`config.mk`:
```
export PLATFORM = sky130hd
export DESIGN_NAME = btap_tap
export DESIGN_NICKNAME = d
export VERILOG_FILES = /design/src/hdl/btap_pkg.sv /design/src/hdl/btap_tap.sv
export VERILOG_INCLUDE_DIRS = /design/src /design/src/hdl
export SDC_FILE = /design/constraint.sdc
export NUM_CORES = 1
export LEC_CHECK = 0
export ABC_AREA = 1
export BUFFER_PORTS_ARGS = -buffer_cell sky130_fd_sc_hd__clkbuf_2
export CAP_MARGIN = 40
export CORE_MARGIN = 4
export CORE_UTILIZATION = 53
export DETAILED_ROUTE_END_ITERATION = 8
export PLACE_DENSITY = 0.72
export SYNTH_ARGS = -nofsm -noshare
export SYNTH_HDL_FRONTEND = slang
export SYNTH_SLANG_ARGS = --single-unit
```
`constraint.sdc`:
```
create_clock -name mclk -period 5.9 [get_ports mclk]
set_clock_uncertainty 0.15 [all_clocks]
set_input_delay 0.295 -clock mclk [delete_from_list [all_inputs] [get_ports mclk]]
set_output_delay 0.295 -clock mclk [all_outputs]
set_load 0.03 [all_outputs]
```
`src/hdl/btap_defines.svh`:
```
`ifndef BTAP_DEFINES_SVH
`define BTAP_DEFINES_SVH

// instruction register
`define BTAP_IR_W 3
`define BTAP_OP_EXTEST 3'h0
`define BTAP_OP_SAMPLE 3'h1
`define BTAP_OP_IDCODE 3'h2
`define BTAP_OP_SCPT 3'h3
`define BTAP_OP_BYPASS 3'h7
// fixed pattern loaded in capture-ir, low bits 01
`define BTAP_IR_CAPT 3'h1

// identification register; code value is arbitrary, lsb must be 1
`define BTAP_ID_W 32
`define BTAP_ID_CODE 32'h0a5c_3001

// reset value of filtered pins {tck, tms, tdi, trst_n}
`define BTAP_PIN_RST 4'h4

// boundary register split
`define BTAP_NIN 16
`define BTAP_NOUT 16

// timing
`define BTAP_MCLK_NS 40
`define BTAP_TCK_HALF_MIN_NS 160
`define BTAP_TCK_HALF_CYC ((`BTAP_TCK_HALF_MIN_NS) / (`BTAP_MCLK_NS))
// sync chain needs three samples plus agreement per tck level
`define BTAP_TCK_HALF_CYC_MIN 3

`endif

```
`src/hdl/btap_pkg.sv`:
```
package btap_pkg;

    typedef enum logic [15:0] {
        BTAP_TLR = 16'h0001,
        BTAP_RTI = 16'h0002,
        BTAP_SEL_DR = 16'h0004,
        BTAP_CAP_DR = 16'h0008,
        BTAP_SH_DR = 16'h0010,
        BTAP_EX1_DR = 16'h0020,
        BTAP_PAU_DR = 16'h0040,
        BTAP_EX2_DR = 16'h0080,
        BTAP_UPD_DR = 16'h0100,
        BTAP_SEL_IR = 16'h0200,
        BTAP_CAP_IR = 16'h0400,
        BTAP_SH_IR = 16'h0800,
        BTAP_EX1_IR = 16'h1000,
        BTAP_PAU_IR = 16'h2000,
        BTAP_EX2_IR = 16'h4000,
        BTAP_UPD_IR = 16'h8000
    } btap_state_t;

    typedef enum logic [3:0] {
        BTAP_P_BYPASS = 4'h1,
        BTAP_P_IDCODE = 4'h2,
        BTAP_P_BSR = 4'h4,
        BTAP_P_NONE = 4'h8
    } btap_path_t;

    typedef struct packed {
        logic tck;
        logic tms;
        logic tdi;
        logic trst_n;
    } btap_pins_t;

    typedef struct packed {
        btap_path_t path;
        logic extest;
        logic sample;
        logic scpt;
    } btap_dec_t;

endpackage

```
`src/hdl/btap_tap.sv`:
```
`timescale 1ns/1ps
`include "btap_defines.svh"

// Overview of operation
// - fsm steps on tck rise by tms
// - trst_n low forces reset state once filtered, without tck
// - five tms-high clocks reach reset state
// - reset state forces identification instruction
// - capture-dr loads selected register parallel inputs
// - shift-dr shifts toward lsb, tdi in
// - update-dr latches outputs on tck fall
// - capture-ir loads fixed pattern
// - shift-ir shifts ir and selected register
// - update-ir makes new instruction on fall
// - pause states hold shift contents
// - tdo driven only in shift states
// - bypass gives one-bit tdi-tdo delay
// - extest: boundary captures inputs, drives outputs
// - sample: boundary snapshots pins, no control
// - idcode connects identification register
// - production test loads id into boundary
module btap_tap #(
    parameter int NIN = `BTAP_NIN,
    parameter int NOUT = `BTAP_NOUT,
    parameter logic [`BTAP_ID_W-1:0] ID_CODE = `BTAP_ID_CODE
) (
    input wire logic mclk,
    input wire logic nrst,
    input wire btap_pkg::btap_pins_t jtag_pins,
    output logic tdo,
    output logic tdo_oe,
    input wire logic [NIN-1:0] pin_in,
    input wire logic [NOUT-1:0] core_out,
    output logic [NOUT-1:0] pad_out,
    output logic test_mode
);

    localparam int BSR_W = NIN + NOUT;

    if (BSR_W < `BTAP_ID_W) begin : g_chk_len
        $error("boundary register shorter than identification code");
    end
    if (NIN < 1 || NOUT < 1) begin : g_chk_w
        $error("boundary register needs input and output cells");
    end
    if (`BTAP_TCK_HALF_CYC < `BTAP_TCK_HALF_CYC_MIN) begin : g_chk_tck
        $error("tck too fast for the sampling clock");
    end
    if (ID_CODE[0] != 1'b1) begin : g_chk_id
        $error("identification code lsb must be one");
    end

    // next controller state from tms
    // five tms ones reach reset from anywhere
    function automatic btap_pkg::btap_state_t next_state(input btap_pkg::btap_state_t s, input logic m);
        btap_pkg::btap_state_t n;
        n = btap_pkg::BTAP_TLR;
        unique case (s)
            btap_pkg::BTAP_TLR: begin
                n = m ? btap_pkg::BTAP_TLR : btap_pkg::BTAP_RTI;
            end
            btap_pkg::BTAP_RTI: begin
                n = m ? btap_pkg::BTAP_SEL_DR : btap_pkg::BTAP_RTI;
            end
            btap_pkg::BTAP_SEL_DR: begin
                n = m ? btap_pkg::BTAP_SEL_IR : btap_pkg::BTAP_CAP_DR;
            end
            btap_pkg::BTAP_CAP_DR: begin
                n = m ? btap_pkg::BTAP_EX1_DR : btap_pkg::BTAP_SH_DR;
            end
            btap_pkg::BTAP_SH_DR: begin
                n = m ? btap_pkg::BTAP_EX1_DR : btap_pkg::BTAP_SH_DR;
            end
            btap_pkg::BTAP_EX1_DR: begin
                n = m ? btap_pkg::BTAP_UPD_DR : btap_pkg::BTAP_PAU_DR;
            end
            btap_pkg::BTAP_PAU_DR: begin
                n = m ? btap_pkg::BTAP_EX2_DR : btap_pkg::BTAP_PAU_DR;
            end
            btap_pkg::BTAP_EX2_DR: begin
                n = m ? btap_pkg::BTAP_UPD_DR : btap_pkg::BTAP_SH_DR;
            end
            btap_pkg::BTAP_UPD_DR: begin
                n = m ? btap_pkg::BTAP_SEL_DR : btap_pkg::BTAP_RTI;
            end
            btap_pkg::BTAP_SEL_IR: begin
                n = m ? btap_pkg::BTAP_TLR : btap_pkg::BTAP_CAP_IR;
            end
            btap_pkg::BTAP_CAP_IR: begin
                n = m ? btap_pkg::BTAP_EX1_IR : btap_pkg::BTAP_SH_IR;
            end
            btap_pkg::BTAP_SH_IR: begin
                n = m ? btap_pkg::BTAP_EX1_IR : btap_pkg::BTAP_SH_IR;
            end
            btap_pkg::BTAP_EX1_IR: begin
                n = m ? btap_pkg::BTAP_UPD_IR : btap_pkg::BTAP_PAU_IR;
            end
            btap_pkg::BTAP_PAU_IR: begin
                n = m ? btap_pkg::BTAP_EX2_IR : btap_pkg::BTAP_PAU_IR;
            end
            btap_pkg::BTAP_EX2_IR: begin
                n = m ? btap_pkg::BTAP_UPD_IR : btap_pkg::BTAP_SH_IR;
            end
            btap_pkg::BTAP_UPD_IR: begin
                n = m ? btap_pkg::BTAP_SEL_DR : btap_pkg::BTAP_RTI;
            end
            default: begin
                n = btap_pkg::BTAP_TLR;
            end
        endcase
        return n;
    endfunction

    // instruction decode
    function automatic btap_pkg::btap_dec_t decode(input logic [`BTAP_IR_W-1:0] op);
        btap_pkg::btap_dec_t d;
        d = '{path: btap_pkg::BTAP_P_BYPASS, extest: 1'b0, sample: 1'b0, scpt: 1'b0};
        case (op)
            `BTAP_OP_EXTEST: begin
                d.path = btap_pkg::BTAP_P_BSR;
                d.extest = 1'b1;
            end
            `BTAP_OP_SAMPLE: begin
                d.path = btap_pkg::BTAP_P_BSR;
                d.sample = 1'b1;
            end
            `BTAP_OP_IDCODE: begin
                d.path = btap_pkg::BTAP_P_IDCODE;
            end
            `BTAP_OP_SCPT: begin
                d.path = btap_pkg::BTAP_P_BSR;
                d.scpt = 1'b1;
            end
            default: begin
                d.path = btap_pkg::BTAP_P_BYPASS;
            end
        endcase
        return d;
    endfunction

    btap_pkg::btap_pins_t s1_r, s2_r, s3_r, flt_r, flt_nxt;
    logic tck_d_r;
    logic tck_rise, tck_fall;
    btap_pkg::btap_state_t state_r, state_nxt;
    logic [`BTAP_IR_W-1:0] ir_sh_r;
    logic [`BTAP_IR_W-1:0] ir_r;
    btap_pkg::btap_dec_t dec;
    logic bypass_r;
    logic [`BTAP_ID_W-1:0] id_sh_r;
    logic [BSR_W-1:0] bsr_r;
    logic [NOUT-1:0] upd_r;
    logic dr_out;
    logic shift_dr, shift_ir, cap_dr, cap_ir;

    // three-stage pin sampling
    always_ff @(posedge mclk) begin
        if (!nrst) begin
            s1_r <= `BTAP_PIN_RST;
            s2_r <= `BTAP_PIN_RST;
            s3_r <= `BTAP_PIN_RST;
        end else begin
            s1_r <= jtag_pins;
            s2_r <= s1_r;
            s3_r <= s2_r;
        end
    end

    // a pin bit moves once stages two and three agree
    always_comb begin
        flt_nxt = (s2_r & ~(s2_r ^ s3_r)) | (flt_r & (s2_r ^ s3_r));
    end

    always_ff @(posedge mclk) begin
        if (!nrst) begin
            flt_r <= `BTAP_PIN_RST;
            tck_d_r <= 1'b0;
        end else begin
            flt_r <= flt_nxt;
            tck_d_r <= flt_r.tck;
        end
    end

    assign tck_rise = flt_r.tck & ~tck_d_r;
    assign tck_fall = ~flt_r.tck & tck_d_r;

    assign dec = decode(ir_r);
    assign shift_dr = state_r == btap_pkg::BTAP_SH_DR;
    assign shift_ir = state_r == btap_pkg::BTAP_SH_IR;
    assign cap_dr = state_r == btap_pkg::BTAP_CAP_DR;
    assign cap_ir = state_r == btap_pkg::BTAP_CAP_IR;

    always_comb begin
        state_nxt = state_r;
        if (tck_rise) begin
            state_nxt = next_state(state_r, flt_r.tms);
        end
    end

    always_ff @(posedge mclk) begin
        if (!nrst || !flt_r.trst_n) begin
            state_r <= btap_pkg::BTAP_TLR;
        end else begin
            state_r <= state_nxt;
        end
    end

    always_ff @(posedge mclk) begin
        if (!nrst || !flt_r.trst_n) begin
            ir_sh_r <= `BTAP_IR_CAPT;
        end else if (tck_rise && cap_ir) begin
            ir_sh_r <= `BTAP_IR_CAPT;
        end else if (tck_rise && shift_ir) begin
            ir_sh_r <= {flt_r.tdi, ir_sh_r[`BTAP_IR_W-1:1]};
        end
    end

    always_ff @(posedge mclk) begin
        if (!nrst || !flt_r.trst_n) begin
            ir_r <= `BTAP_OP_IDCODE;
        end else if (state_r == btap_pkg::BTAP_TLR) begin
            ir_r <= `BTAP_OP_IDCODE;
        end else if (tck_fall && state_r == btap_pkg::BTAP_UPD_IR) begin
            ir_r <= ir_sh_r;
        end
    end

    always_ff @(posedge mclk) begin
        if (!nrst) begin
            bypass_r <= 1'b0;
        end else if (tck_rise && dec.path == btap_pkg::BTAP_P_BYPASS) begin
            if (cap_dr) begin
                bypass_r <= 1'b0;
            end else if (shift_dr || shift_ir) begin
                bypass_r <= flt_r.tdi;
            end
        end
    end

    always_ff @(posedge mclk) begin
        if (!nrst) begin
            id_sh_r <= ID_CODE;
        end else if (tck_rise && dec.path == btap_pkg::BTAP_P_IDCODE) begin
            if (cap_dr) begin
                id_sh_r <= ID_CODE;
            end else if (shift_dr || shift_ir) begin
                id_sh_r <= {flt_r.tdi, id_sh_r[`BTAP_ID_W-1:1]};
            end
        end
    end

    always_ff @(posedge mclk) begin
        if (!nrst) begin
            bsr_r <= '0;
        end else if (tck_rise && dec.path == btap_pkg::BTAP_P_BSR) begin
            if (cap_dr) begin
                if (dec.scpt) begin
                    bsr_r <= BSR_W'(ID_CODE);
                end else if (dec.extest) begin
                    bsr_r <= {pad_out, pin_in};
                end else begin
                    bsr_r <= {core_out, pin_in};
                end
            end else if (shift_dr || shift_ir) begin
                bsr_r <= {flt_r.tdi, bsr_r[BSR_W-1:1]};
            end
        end
    end

    always_ff @(posedge mclk) begin
        if (!nrst || !flt_r.trst_n) begin
            upd_r <= '0;
        end else if (tck_fall && state_r == btap_pkg::BTAP_UPD_DR && dec.path == btap_pkg::BTAP_P_BSR) begin
            upd_r <= bsr_r[BSR_W-1:NIN];
        end
    end

    always_ff @(posedge mclk) begin
        if (!nrst) begin
            pad_out <= '0;
            test_mode <= 1'b0;
        end else begin
            pad_out <= dec.extest ? upd_r : core_out;
            test_mode <= dec.extest;
        end
    end

    // serial source of the selected data path
    always_comb begin
        dr_out = bypass_r;
        unique case (dec.path)
            btap_pkg::BTAP_P_IDCODE: begin
                dr_out = id_sh_r[0];
            end
            btap_pkg::BTAP_P_BSR: begin
                dr_out = bsr_r[0];
            end
            btap_pkg::BTAP_P_BYPASS: begin
                dr_out = bypass_r;
            end
            default: begin
                dr_out = bypass_r;
            end
        endcase
    end

    always_ff @(posedge mclk) begin
        if (!nrst || !flt_r.trst_n) begin
            tdo <= 1'b0;
        end else if (tck_fall) begin
            tdo <= shift_ir ? ir_sh_r[0] : dr_out;
        end
    end

    always_ff @(posedge mclk) begin
        if (!nrst || !flt_r.trst_n) begin
            tdo_oe <= 1'b0;
        end else if (tck_fall) begin
            tdo_oe <= shift_ir || shift_dr;
        end
    end

endmodule

```
=== Word-level counts from Yosys, hierarchy flattened ===
Index checks and enable logic that the tools add are counted.

* Bitwise gates (word level): 9
* Equality and inequality tests: 22
* Muxes and demuxes: 27
* Reduce and logical (&&, ||, !) cells: 23

{| class="wikitable"
|+ Operator list
! operator !! number
|-
| $mux W32 || 6
|-
| $pmux W16 S12 || 1
|-
| $mux W16 || 3
|-
| $mux W9 || 2
|-
| $eq A16 B1 Y1 const B || 1
|-
| $eq A16 B10 Y1 const B || 1
|-
| $eq A16 B11 Y1 const B || 1
|-
| $eq A16 B12 Y1 const B || 1
|-
| $eq A16 B13 Y1 const B || 1
|-
| $eq A16 B14 Y1 const B || 1
|-
| $eq A16 B15 Y1 const B || 1
|-
| $eq A16 B16 Y1 const B || 1
|-
| $eq A16 B2 Y1 const B || 1
|-
| $eq A16 B3 Y1 const B || 1
|-
| $eq A16 B4 Y1 const B || 1
|-
| $eq A16 B5 Y1 const B || 1
|-
| $eq A16 B6 Y1 const B || 1
|-
| $eq A16 B7 Y1 const B || 1
|-
| $eq A16 B8 Y1 const B || 1
|-
| $eq A16 B9 Y1 const B || 1
|-
| $mux W15 || 1
|-
| $mux W13 || 1
|-
| $mux W11 || 1
|-
| $mux W10 || 1
|-
| 26 further kinds || 49
|}

* Bits in registers: 139
* Output and inout bits: 19
* Input bits: 38
* Word-level logic and storage cells: 109

=== Logic depth before layout (Yosys ltp) ===
Gate-level depths: netlist (run 1).

* Word-level depth: 6
* Mapped depth: 11
* Gate-level depth less buffers: 11

=== Worst setup path after synthesis (run 1) ===
OpenSTA, ideal clock, no wires.

* Kind: flip-flop to flip-flop
* Start point: register ir_r[1]
* End point: register id_sh_r[0]
* Stages on the path, launching flop included: 10
* Slack: 4.042 ns
* Setup time: 0.134 ns
* Period minus slack after synthesis: 1.858 ns
* Data required time: 5.616 ns
* Arrival time: 1.574 ns
* Path buffers: 1
* Path through: dfxtp_1 inv_1 o21ai_0 ha_1 inv_1 nor2_1 nand2_2 buf_2 nand2_1 nand3_1

* Cells in the longest elaborated chain, start to end: 6
* Elaborated cells on any way between the ends: 9
* Classes of those cells: eq/ne: 4; mux: 1; reduce/logical: 4

{| class="wikitable"
|+ Ends and longest elaborated chain
! item !! line !! RTL
|-
| from (decl) || btap_tap.sv:146 || <nowiki>logic [`BTAP_IR_W-1:0] ir_r;</nowiki>
|-
| from (signal assigned) || btap_tap.sv:219 || <nowiki>ir_r <= `BTAP_OP_IDCODE;</nowiki>
|-
| from (signal assigned) || btap_tap.sv:221 || <nowiki>ir_r <= `BTAP_OP_IDCODE;</nowiki>
|-
| from (signal assigned) || btap_tap.sv:223 || <nowiki>ir_r <= ir_sh_r;</nowiki>
|-
| $eq A3 B1 Y1, or another cell as far along || btap_tap.sv:118 || <nowiki>case (op)</nowiki>
|-
| $reduce_or A3 Y1 (no line) || - ||
|-
| $pmux W3 S2 * || btap_tap.sv:118 ||
|-
| $eq A4 B2 Y1 * || btap_tap.sv:242 || <nowiki>end else if (tck_rise && dec.path == btap_pkg::BTAP_P_IDCODE) begin</nowiki>
|-
| $logic_and A1 B1 Y1 * || btap_tap.sv:242 ||
|-
| $reduce_and A2 Y1 (no line) * || - ||
|-
| to (signal assigned) || btap_tap.sv:246 || <nowiki>id_sh_r <= {flt_r.tdi, id_sh_r[`BTAP_ID_W-1:1]};</nowiki>
|-
| to (decl) || btap_tap.sv:149 || <nowiki>logic [`BTAP_ID_W-1:0] id_sh_r;</nowiki>
|}

Every way passes the cells marked *; elsewhere a longest branch is shown, timed or not.
A chain may end at the register's enable or synchronous reset.

=== Final worst setup path (run 1) ===
* Start point: register state_r[4]
* End point: register bsr_r[31]

* Cells in the longest elaborated chain, start to end: 4
* Elaborated cells on any way between the ends: 7
* Classes of those cells: eq/ne: 3; mux: 1; reduce/logical: 3

{| class="wikitable"
|+ Ends and longest elaborated chain
! item !! line !! RTL
|-
| from (decl) || btap_tap.sv:144 || <nowiki>btap_pkg::btap_state_t state_r, state_nxt;</nowiki>
|-
| from (signal assigned) || btap_tap.sv:201 || <nowiki>state_r <= btap_pkg::BTAP_TLR;</nowiki>
|-
| from (signal assigned) || btap_tap.sv:203 || <nowiki>state_r <= state_nxt;</nowiki>
|-
| $eq A16 B12 Y1 or $eq A16 B5 Y1 (tied branches) || btap_tap.sv:188, btap_tap.sv:187 ||
|-
| $logic_or A1 B1 Y1 || btap_tap.sv:263 || <nowiki>end else if (shift_dr || shift_ir) begin</nowiki>
|-
| $reduce_bool A2 Y1 (no line) || - ||
|-
| $reduce_and A2 Y1 (no line) || - ||
|-
| to (signal assigned) || btap_tap.sv:259 || <nowiki>bsr_r <= {pad_out, pin_in};</nowiki>
|-
| to (signal assigned) || btap_tap.sv:261 || <nowiki>bsr_r <= {core_out, pin_in};</nowiki>
|-
| to (signal assigned) || btap_tap.sv:264 || <nowiki>bsr_r <= {flt_r.tdi, bsr_r[BSR_W-1:1]};</nowiki>
|-
| to (decl) || btap_tap.sv:150 || <nowiki>logic [BSR_W-1:0] bsr_r;</nowiki>
|}

Several ways; a longest one is shown, not always the timed one.

==> out/summary.json, run 1 <==
{
  "clock_network": {
    "tritoncts.num_buffers": 17,
    "postCtsHoldBufs": 14,
    "tritoncts_num_sinks": 139,
    "cts-root-buf": "sky130_fd_sc_hd__clkbuf_16",
    "cts_setup_buffers": 0,
    "clk_transition_reported_paths_ns": 0.06,
    "postCtsResizedCells": 0,
    "clock_latency_ns": 0.42,
    "cts-root-to-sink-buffers": 2,
    "tritoncts_clock_tree": "built",
    "clock_tree.htree_level_count": 4
  },
  "timing": {
    "fin_tns_setup_ns": 0,
    "finalCriticalPeriod_ns": 3.272,
    "rsz0062_at_grt": "false",
    "final.period_utilization_pct": 55.45,
    "report.final.setup_viol": 0,
    "timing.final.max_slew_violations": 0,
    "maxClockFrequency_ghz": 0.3057,
    "hold_violation_count_in_the_final_report": 0,
    "slew-limit-headroom_pct": 41.41,
    "max_slew.worst_pin.slew_ns": 0.8789
  },
  "finish": {
    "area_growth_syn_to_layout_pct": 17.16,
    "area_of_the_multi_input_gates_sq_um": 2841,
    "finish.net_count": 940,
    "seqCellArea_sq_um": 2783,
    "fin_area_sq_um": 7142,
    "drive_gt1_share_pct": 15.57,
    "diodes": 0,
    "fill_cells": 947
  },
  "route": {
    "antenna_violating_nets_post_route": 0,
    "firstDrtPassIters": 5,
    "wirelength_microns": 14160,
    "routedWlPerCell_microns": 13.46,
    "drt_iter0_drc": 516,
    "num_vias": 5634,
    "routed_via_density": 5.356,
    "final_routed_drc_violation_total": 0
  },
  "global_route": {
    "total_congestion_overflow": 0,
    "initial_antenna_violation_count": 0,
    "grt_pass1_vias": 5406,
    "grt_start_max_net_pins": 77,
    "global_route_wire_length_before_repair_microns": 23860,
    "global_route.usage.total_pct": 22.19
  },
  "floorplan": {
    "placementRows": 38,
    "floorplan.die.height_microns": 115.2,
    "core-area_sq_um": 11030,
    "initial_core_util_pct": 55.26,
    "die_area_sq_um": 13280,
    "floorplan.die.width_microns": 115.2,
    "ioPinCount": 57
  },
  "job": {
    "cap_viol_max_count": 0
  },
  "logic_synthesis": {
    "ys_async_sr_fraction_pct": 0,
    "synth_edf_count": 0,
    "yosys.area_share.xor_xnor_pct": 0,
    "synth_top_area_share_pct": 45.65,
    "post_synth_main_area_contributors": "sky130_fd_sc_hd__dfxtp_1, sky130_fd_sc_hd__nand2_1, sky130_fd_sc_hd__a21oi_1",
    "synth.top_cells.by_count": "sky130_fd_sc_hd__nand2_1, sky130_fd_sc_hd__dfxtp_1, sky130_fd_sc_hd__a21oi_1",
    "ys_seq_area_share_pct": 45.65,
    "synth.mux.area_fraction_pct": 0,
    "synth.avg_cell_area_sq_um": 7.155,
    "netlist_area_sq_um": 6096,
    "synth-compound-area-share_pct": 14.88,
    "post_synth_and_or_nand_nor_area_fraction_pct": 31.12,
    "dominantRegCellSynth": "sky130_fd_sc_hd__dfxtp_1",
    "postSynthNetCount": 893,
    "yosys.cell_types.count": 32,
    "ys_seq_elements": 139,
    "synth-warning-count": 0,
    "synth_adder_area_share_pct": 0.6158,
    "syn-instance-count": 852,
    "synth_top_area_cell": "sky130_fd_sc_hd__dfxtp_1",
    "largest_family_of_logic_cells_by_synthesized_area": "simple AND/OR/NAND/NOR gates",
    "post-synth-top-count-cell": "sky130_fd_sc_hd__nand2_1"
  },
  "worst_setup_path": {
    "crit_slowest_cell": "sky130_fd_sc_hd__clkinv_2",
    "crit_path_start_kind": "flop",
    "timing.critical_path.cells": "nor2_4, nand2_2, nor2_2, nand2_4, nand3_4, nand2_4, clkinv_2, nand2_1, a21oi_1",
    "arrival_ns": 3.38,
    "critPathMaxFanout": 71,
    "rr_startpoint": "state_r[4]",
    "crit_path_start": "state_r[4]",
    "r2r_slack_ns": 2.63,
    "slowest_delay_ns": 0.54,
    "cp.required_ns": 6.00,
    "critPathCaptureType": "flop",
    "path_common_cell": "sky130_fd_sc_hd__nand2_4",
    "timing_worst_setup_path_type": "reg2reg"
  },
  "pwr": {
    "powerDensity_nw_per_um2": 301.3,
    "vdd_drop_max_mv": 0.2100,
    "total_switching_power_uw": 443.2,
    "p_leak_uw": 0.003007,
    "internal_power_uw": 1709,
    "netSwitchingFraction_pct": 20.60,
    "clock_power_share_pct": 52.7,
    "seq_power_share_pct": 44.3,
    "power.share.combinational_pct": 3.1
  },
  "hold_path": {
    "worstHoldPathType": "in2reg",
    "min_from": "core_out[14]"
  },
  "placement": {
    "placedInstanceArea_sq_um": 6362,
    "placement.io_buffers": 56,
    "finalWeightedCongestion": 0.9008,
    "placed_wire_length_estimate_after_detailed_placement_microns": 8629
  },
  "status": {
    "status": "finished clean"
  }
}
metrics by stage:
| step | total power, uW | setup slack [ns] | std cells | utilization (%) | hold WS (ns) |
|---|---|---|---|---|---|
| finish | 2152 | 2.628 | 1052 | 64.75 | 0.01579 |
| global route | 2211 | 2.318 | 1052 | 64.75 | 0.01424 |
| CTS | 2165 | 2.642 | 1052 | 64.75 | 0.001279 |
| detailed placement | 1032 | 2.650 | 1006 | 57.68 | 0.2491 |
| global placement | 1031 | 2.742 | 1006 | 57.68 | 0.2440 |
| floorplan | 1007 | 4.042 | 852 | - | 0.2405 |
flip-flops by register name (all words and copies together) (netlist names), 4 cells and up, named ones only:
name and count:
pad_out 16, id_sh_r 32, s3_r 4, state_r 16, s1_r 4, upd_r 16, bsr_r 32, s2_r 4
worst max-delay path, delay by kind of cell (launching register included):
kind	cells	cell delay, ns
and+or+nand+nor	7	1.88
buffers and inverters	1	0.54
DFF	1	0.42
AOI/OAI and AO/OA	1	0.09
placed cells by master, fill, tap and decap left out, types with 6 or more instances in the layout:
cell / instances
sky130_fd_sc_hd__nor2_2: 7
sky130_fd_sc_hd__clkbuf_2: 56
sky130_fd_sc_hd__inv_2: 6
sky130_fd_sc_hd__clkbuf_8: 6
sky130_fd_sc_hd__inv_1: 60
sky130_fd_sc_hd__o22ai_1: 14
sky130_fd_sc_hd__a21oi_2: 9
sky130_fd_sc_hd__a21oi_1: 87
sky130_fd_sc_hd__o21ai_1: 20
sky130_fd_sc_hd__nand3_1: 40
sky130_fd_sc_hd__nand4_1: 24
sky130_fd_sc_hd__nand2_2: 15
sky130_fd_sc_hd__o21ai_0: 32
sky130_fd_sc_hd__nand2_1: 281
sky130_fd_sc_hd__clkbuf_16: 17
sky130_fd_sc_hd__dfxtp_1: 139
sky130_fd_sc_hd__nor2_1: 41
sky130_fd_sc_hd__dlygate4sd3_1: 14
layer usage:
metal	part of all wire [%]	track usage, %
met5	0	0
met4	1.5	9.859
met3	5.8	5.316
met2	47	36.34
met1	45	27.84
path summary, 6_finish.rpt:
| check | end | cells past startpoint |
|---|---|---|
| worst max-delay path | bsr_r[31] | 9 |
| worst min-delay path | pad_out[14] | 3 |
| worst max register to register | bsr_r[31] | 9 |
| worst min register to register | s2_r[3] | 2 |
power by group through the flow:
| stage | Sequential (uW) | Combinational (uW) | Clock, uW |
|---|---|---|---|
| finish | 953 | 66.1 | 1130 |
| global route | 953 | 72.3 | 1190 |
| CTS | 952 | 66.3 | 1150 |
| detailed placement | 973 | 59.0 | 0 |
| global placement | 973 | 58.2 | 0 |
| floorplan | 984 | 23.5 | 0 |
area by class of cell:
| class | instances | share of cell area, % |
|---|---|---|
| Timing Repair Buffer | 74 | 6.307 |
| Tap cell | 140 | 2.453 |
| Sequential cell | 139 | 38.96 |
| Clock buffer | 23 | 7.113 |
| Clock inverter | 9 | 1.840 |
| Inverter | 67 | 3.539 |
| Multi-Input combinational cell | 600 | 39.79 |
cells by family after synthesis:
kind of cell | after synthesis
simple gates | 429
compound gates | 168
flops | 139
buf+inv | 113
fa+ha+maj | 3
(Power assumes the default switching activity.)
==> run 2: changes to the inputs <==
Settings changed: PLACE_DENSITY 0.72 to 0.75.
Clock period 5.9 ns to 2.8 ns, I/O delays scaled along.
==> out/summary.json, run 2 (same netlist as run 1, synthesis figures left out) <==
{
  "status": {
    "status": "finished clean"
  },
  "worst_setup_path": {
    "rr_startpoint": "ir_r[1]",
    "path_common_cell": "sky130_fd_sc_hd__inv_1",
    "critPathMaxFanout": 32,
    "arrival_ns": 2.41,
    "worst-path-stages": 10,
    "critical_path.reg2reg.endpoint": "bsr_r[12]",
    "crit_path_start": "ir_r[1]",
    "worst-path-buf-inv": 4,
    "timing.critical_path.cells": "inv_1, o21ai_0, inv_1, ha_1, inv_1, nor2_1, nand2_4, clkinv_2, nand2_1, a21oi_2",
    "timing_worst_setup_path_type": "reg2reg",
    "ff2ff_path_depth": 10,
    "r2r_slack_ns": 0.54,
    "critical-path-top-delay-family": "buffers and inverters",
    "critPathCaptureType": "flop",
    "crit_path_start_kind": "flop",
    "cp.required_ns": 2.95,
    "crit_slowest_cell": "sky130_fd_sc_hd__clkinv_2",
    "slowest_delay_ns": 0.40
  },
  "floorplan": {
    "initial_core_util_pct": 55.26,
    "placementRows": 38,
    "die_area_sq_um": 13280,
    "ioPinCount": 57,
    "floorplan.die.height_microns": 115.2,
    "floorplan.die.width_microns": 115.2,
    "core-area_sq_um": 11030
  },
  "pwr": {
    "total_switching_power_uw": 933.2,
    "netSwitchingFraction_pct": 21.65,
    "powerDensity_nw_per_um2": 585.1,
    "internal_power_uw": 3376,
    "total_power_uw": 4310,
    "power.share.combinational_pct": 3.9,
    "p_leak_uw": 0.003101,
    "seq_power_share_pct": 46.6,
    "clock_power_share_pct": 49.5,
    "vdd_drop_max_mv": 0.3664
  },
  "clock_network": {
    "cts-root-buf": "sky130_fd_sc_hd__clkbuf_16",
    "clk_transition_reported_paths_ns": 0.06,
    "clock_latency_ns": 0.42,
    "tritoncts_clock_tree": "built",
    "tritoncts.num_buffers": 17,
    "postCtsHoldBufs": 37,
    "cts-root-to-sink-buffers": 2,
    "clock_tree.htree_level_count": 4,
    "postCtsResizedCells": 0,
    "tritoncts_num_sinks": 139,
    "cts_setup_buffers": 0
  },
  "route": {
    "drt_iter0_drc": 338,
    "routedWlPerCell_microns": 12.70,
    "num_vias": 5641,
    "wirelength_microns": 13750,
    "routed_via_density": 5.209,
    "firstDrtPassIters": 4,
    "antenna_violating_nets_post_route": 0,
    "final_routed_drc_violation_total": 0
  },
  "finish": {
    "fill_cells": 991,
    "area_of_the_multi_input_gates_sq_um": 2841,
    "largestRegisters": "bsr_r (32), id_sh_r (32)",
    "area_growth_syn_to_layout_pct": 20.83,
    "seqCellArea_sq_um": 2783,
    "drive_gt1_share_pct": 15.69,
    "finish.net_count": 971,
    "commonest_cells_after_routing_fill_and_taps_aside": "sky130_fd_sc_hd__nand2_1, sky130_fd_sc_hd__dfxtp_1, sky130_fd_sc_hd__a21oi_1",
    "final_common_cell": "sky130_fd_sc_hd__nand2_1",
    "diodes": 0
  },
  "timing": {
    "report.final.setup_viol": 0,
    "final.period_utilization_pct": 80.83,
    "maxClockFrequency_ghz": 0.4419,
    "hold_violation_count_in_the_final_report": 0,
    "rsz0062_at_grt": "false",
    "finalCriticalPeriod_ns": 2.263,
    "slew-limit-headroom_pct": 57.55,
    "fin_tns_setup_ns": 0,
    "timing.final.max_slew_violations": 0,
    "max_slew.worst_pin.slew_ns": 0.6361
  },
  "placement": {
    "placed_wire_length_estimate_after_detailed_placement_microns": 8364,
    "finalWeightedCongestion": 0.8362,
    "placement.io_buffers": 56
  },
  "hold_path": {
    "min_from": "s1_r[0]",
    "worstHoldPathType": "reg2reg",
    "hold_path_depth": 2,
    "hold_end": "s2_r[0]"
  },
  "global_route": {
    "initial_antenna_violation_count": 0,
    "grt_start_max_net_pins": 77,
    "global_route.usage.total_pct": 22.02,
    "global_route_wire_length_before_repair_microns": 23810,
    "grt_pass1_vias": 5191,
    "total_congestion_overflow": 0
  },
  "job": {
    "cap_viol_max_count": 0
  }
}
==> run 2: cell count changes in the layout (fill, tap and decap cells not counted), sizes merged <==
cell,before,now
buf,4,12
bufinv,3,2
clkbuf,79,75
clkinv,5,10
clkinvlp,0,2
dlygate4sd3,14,37
inv,68,66
==> run 2: power by group through the flow <==
stage                     logic (uW)  registers (uW)  clock network [uW]
final                            168            2010                2130
after global routing             185            2010                2250
after CTS                        167            2010                2160
after detailed placement         127            2050                   0
after global placement           126            2050                   0
after floorplan                 49.6            2070                   0
==> run 2: tightest hold or removal path, cell delays in order, from the launching register on <==
cell and delay [ns]:
sky130_fd_sc_hd__dfxtp_1 0.30, sky130_fd_sc_hd__nand2_1 0.04, sky130_fd_sc_hd__inv_1 0.04
==> run 2: layer usage <==
layer | global-route usage (%) | vias up | part of all wire, %
met4 | 8.529 | 0 | 2.0
met5 | 0 | - | 0
met1 | 29.77 | 2565 | 47
met2 | 34.45 | 117 | 47
met3 | 4.842 | 24 | 4.6
li1 | - | 2935 | -
==> run 2: metrics by stage <==
stage / hold WS [ns] / cells / instance area, sq um / setup slack [ns] / utilization, %
5_1_grt: 0.2734 / 1083 / 7366 / 0.2906 / 66.78
3_5_place_dp: 0.1763 / 1014 / 6435 / 0.5490 / 58.34
4_1_cts: 0.2612 / 1083 / 7366 / 0.5434 / 66.78
3_3_place_gp: 0.1742 / 1014 / 6435 / 0.6133 / 58.34
2_1_floorplan: 0.08763 / 852 / 6096 / 0.9420 / -
6_report: 0.2610 / 1083 / 7366 / 0.5368 / 66.78
==> run 2: cell type report <==
type                            count  area share [%]
Clock buffer                       19           5.877
Sequential cell                   139           37.78
Multi-Input combinational cell    600           38.58
Timing Repair Buffer              105           10.23
Inverter                           67           3.431
Tap cell                          140           2.378
Clock inverter                     13           1.733
==> run 2: how the worst max path moves through the flow <==
| stage | end | slack [ns] |
|---|---|---|
| 2_1_floorplan | id_sh_r[0] | 0.94 |
| 3_3_place_gp | bsr_r[31] | 0.61 |
| 3_5_place_dp | bsr_r[2] | 0.55 |
| 4_1_cts | bsr_r[12] | 0.54 |
| 5_1_grt | bsr_r[15] | 0.29 |
| 6_report | bsr_r[12] | 0.54 |
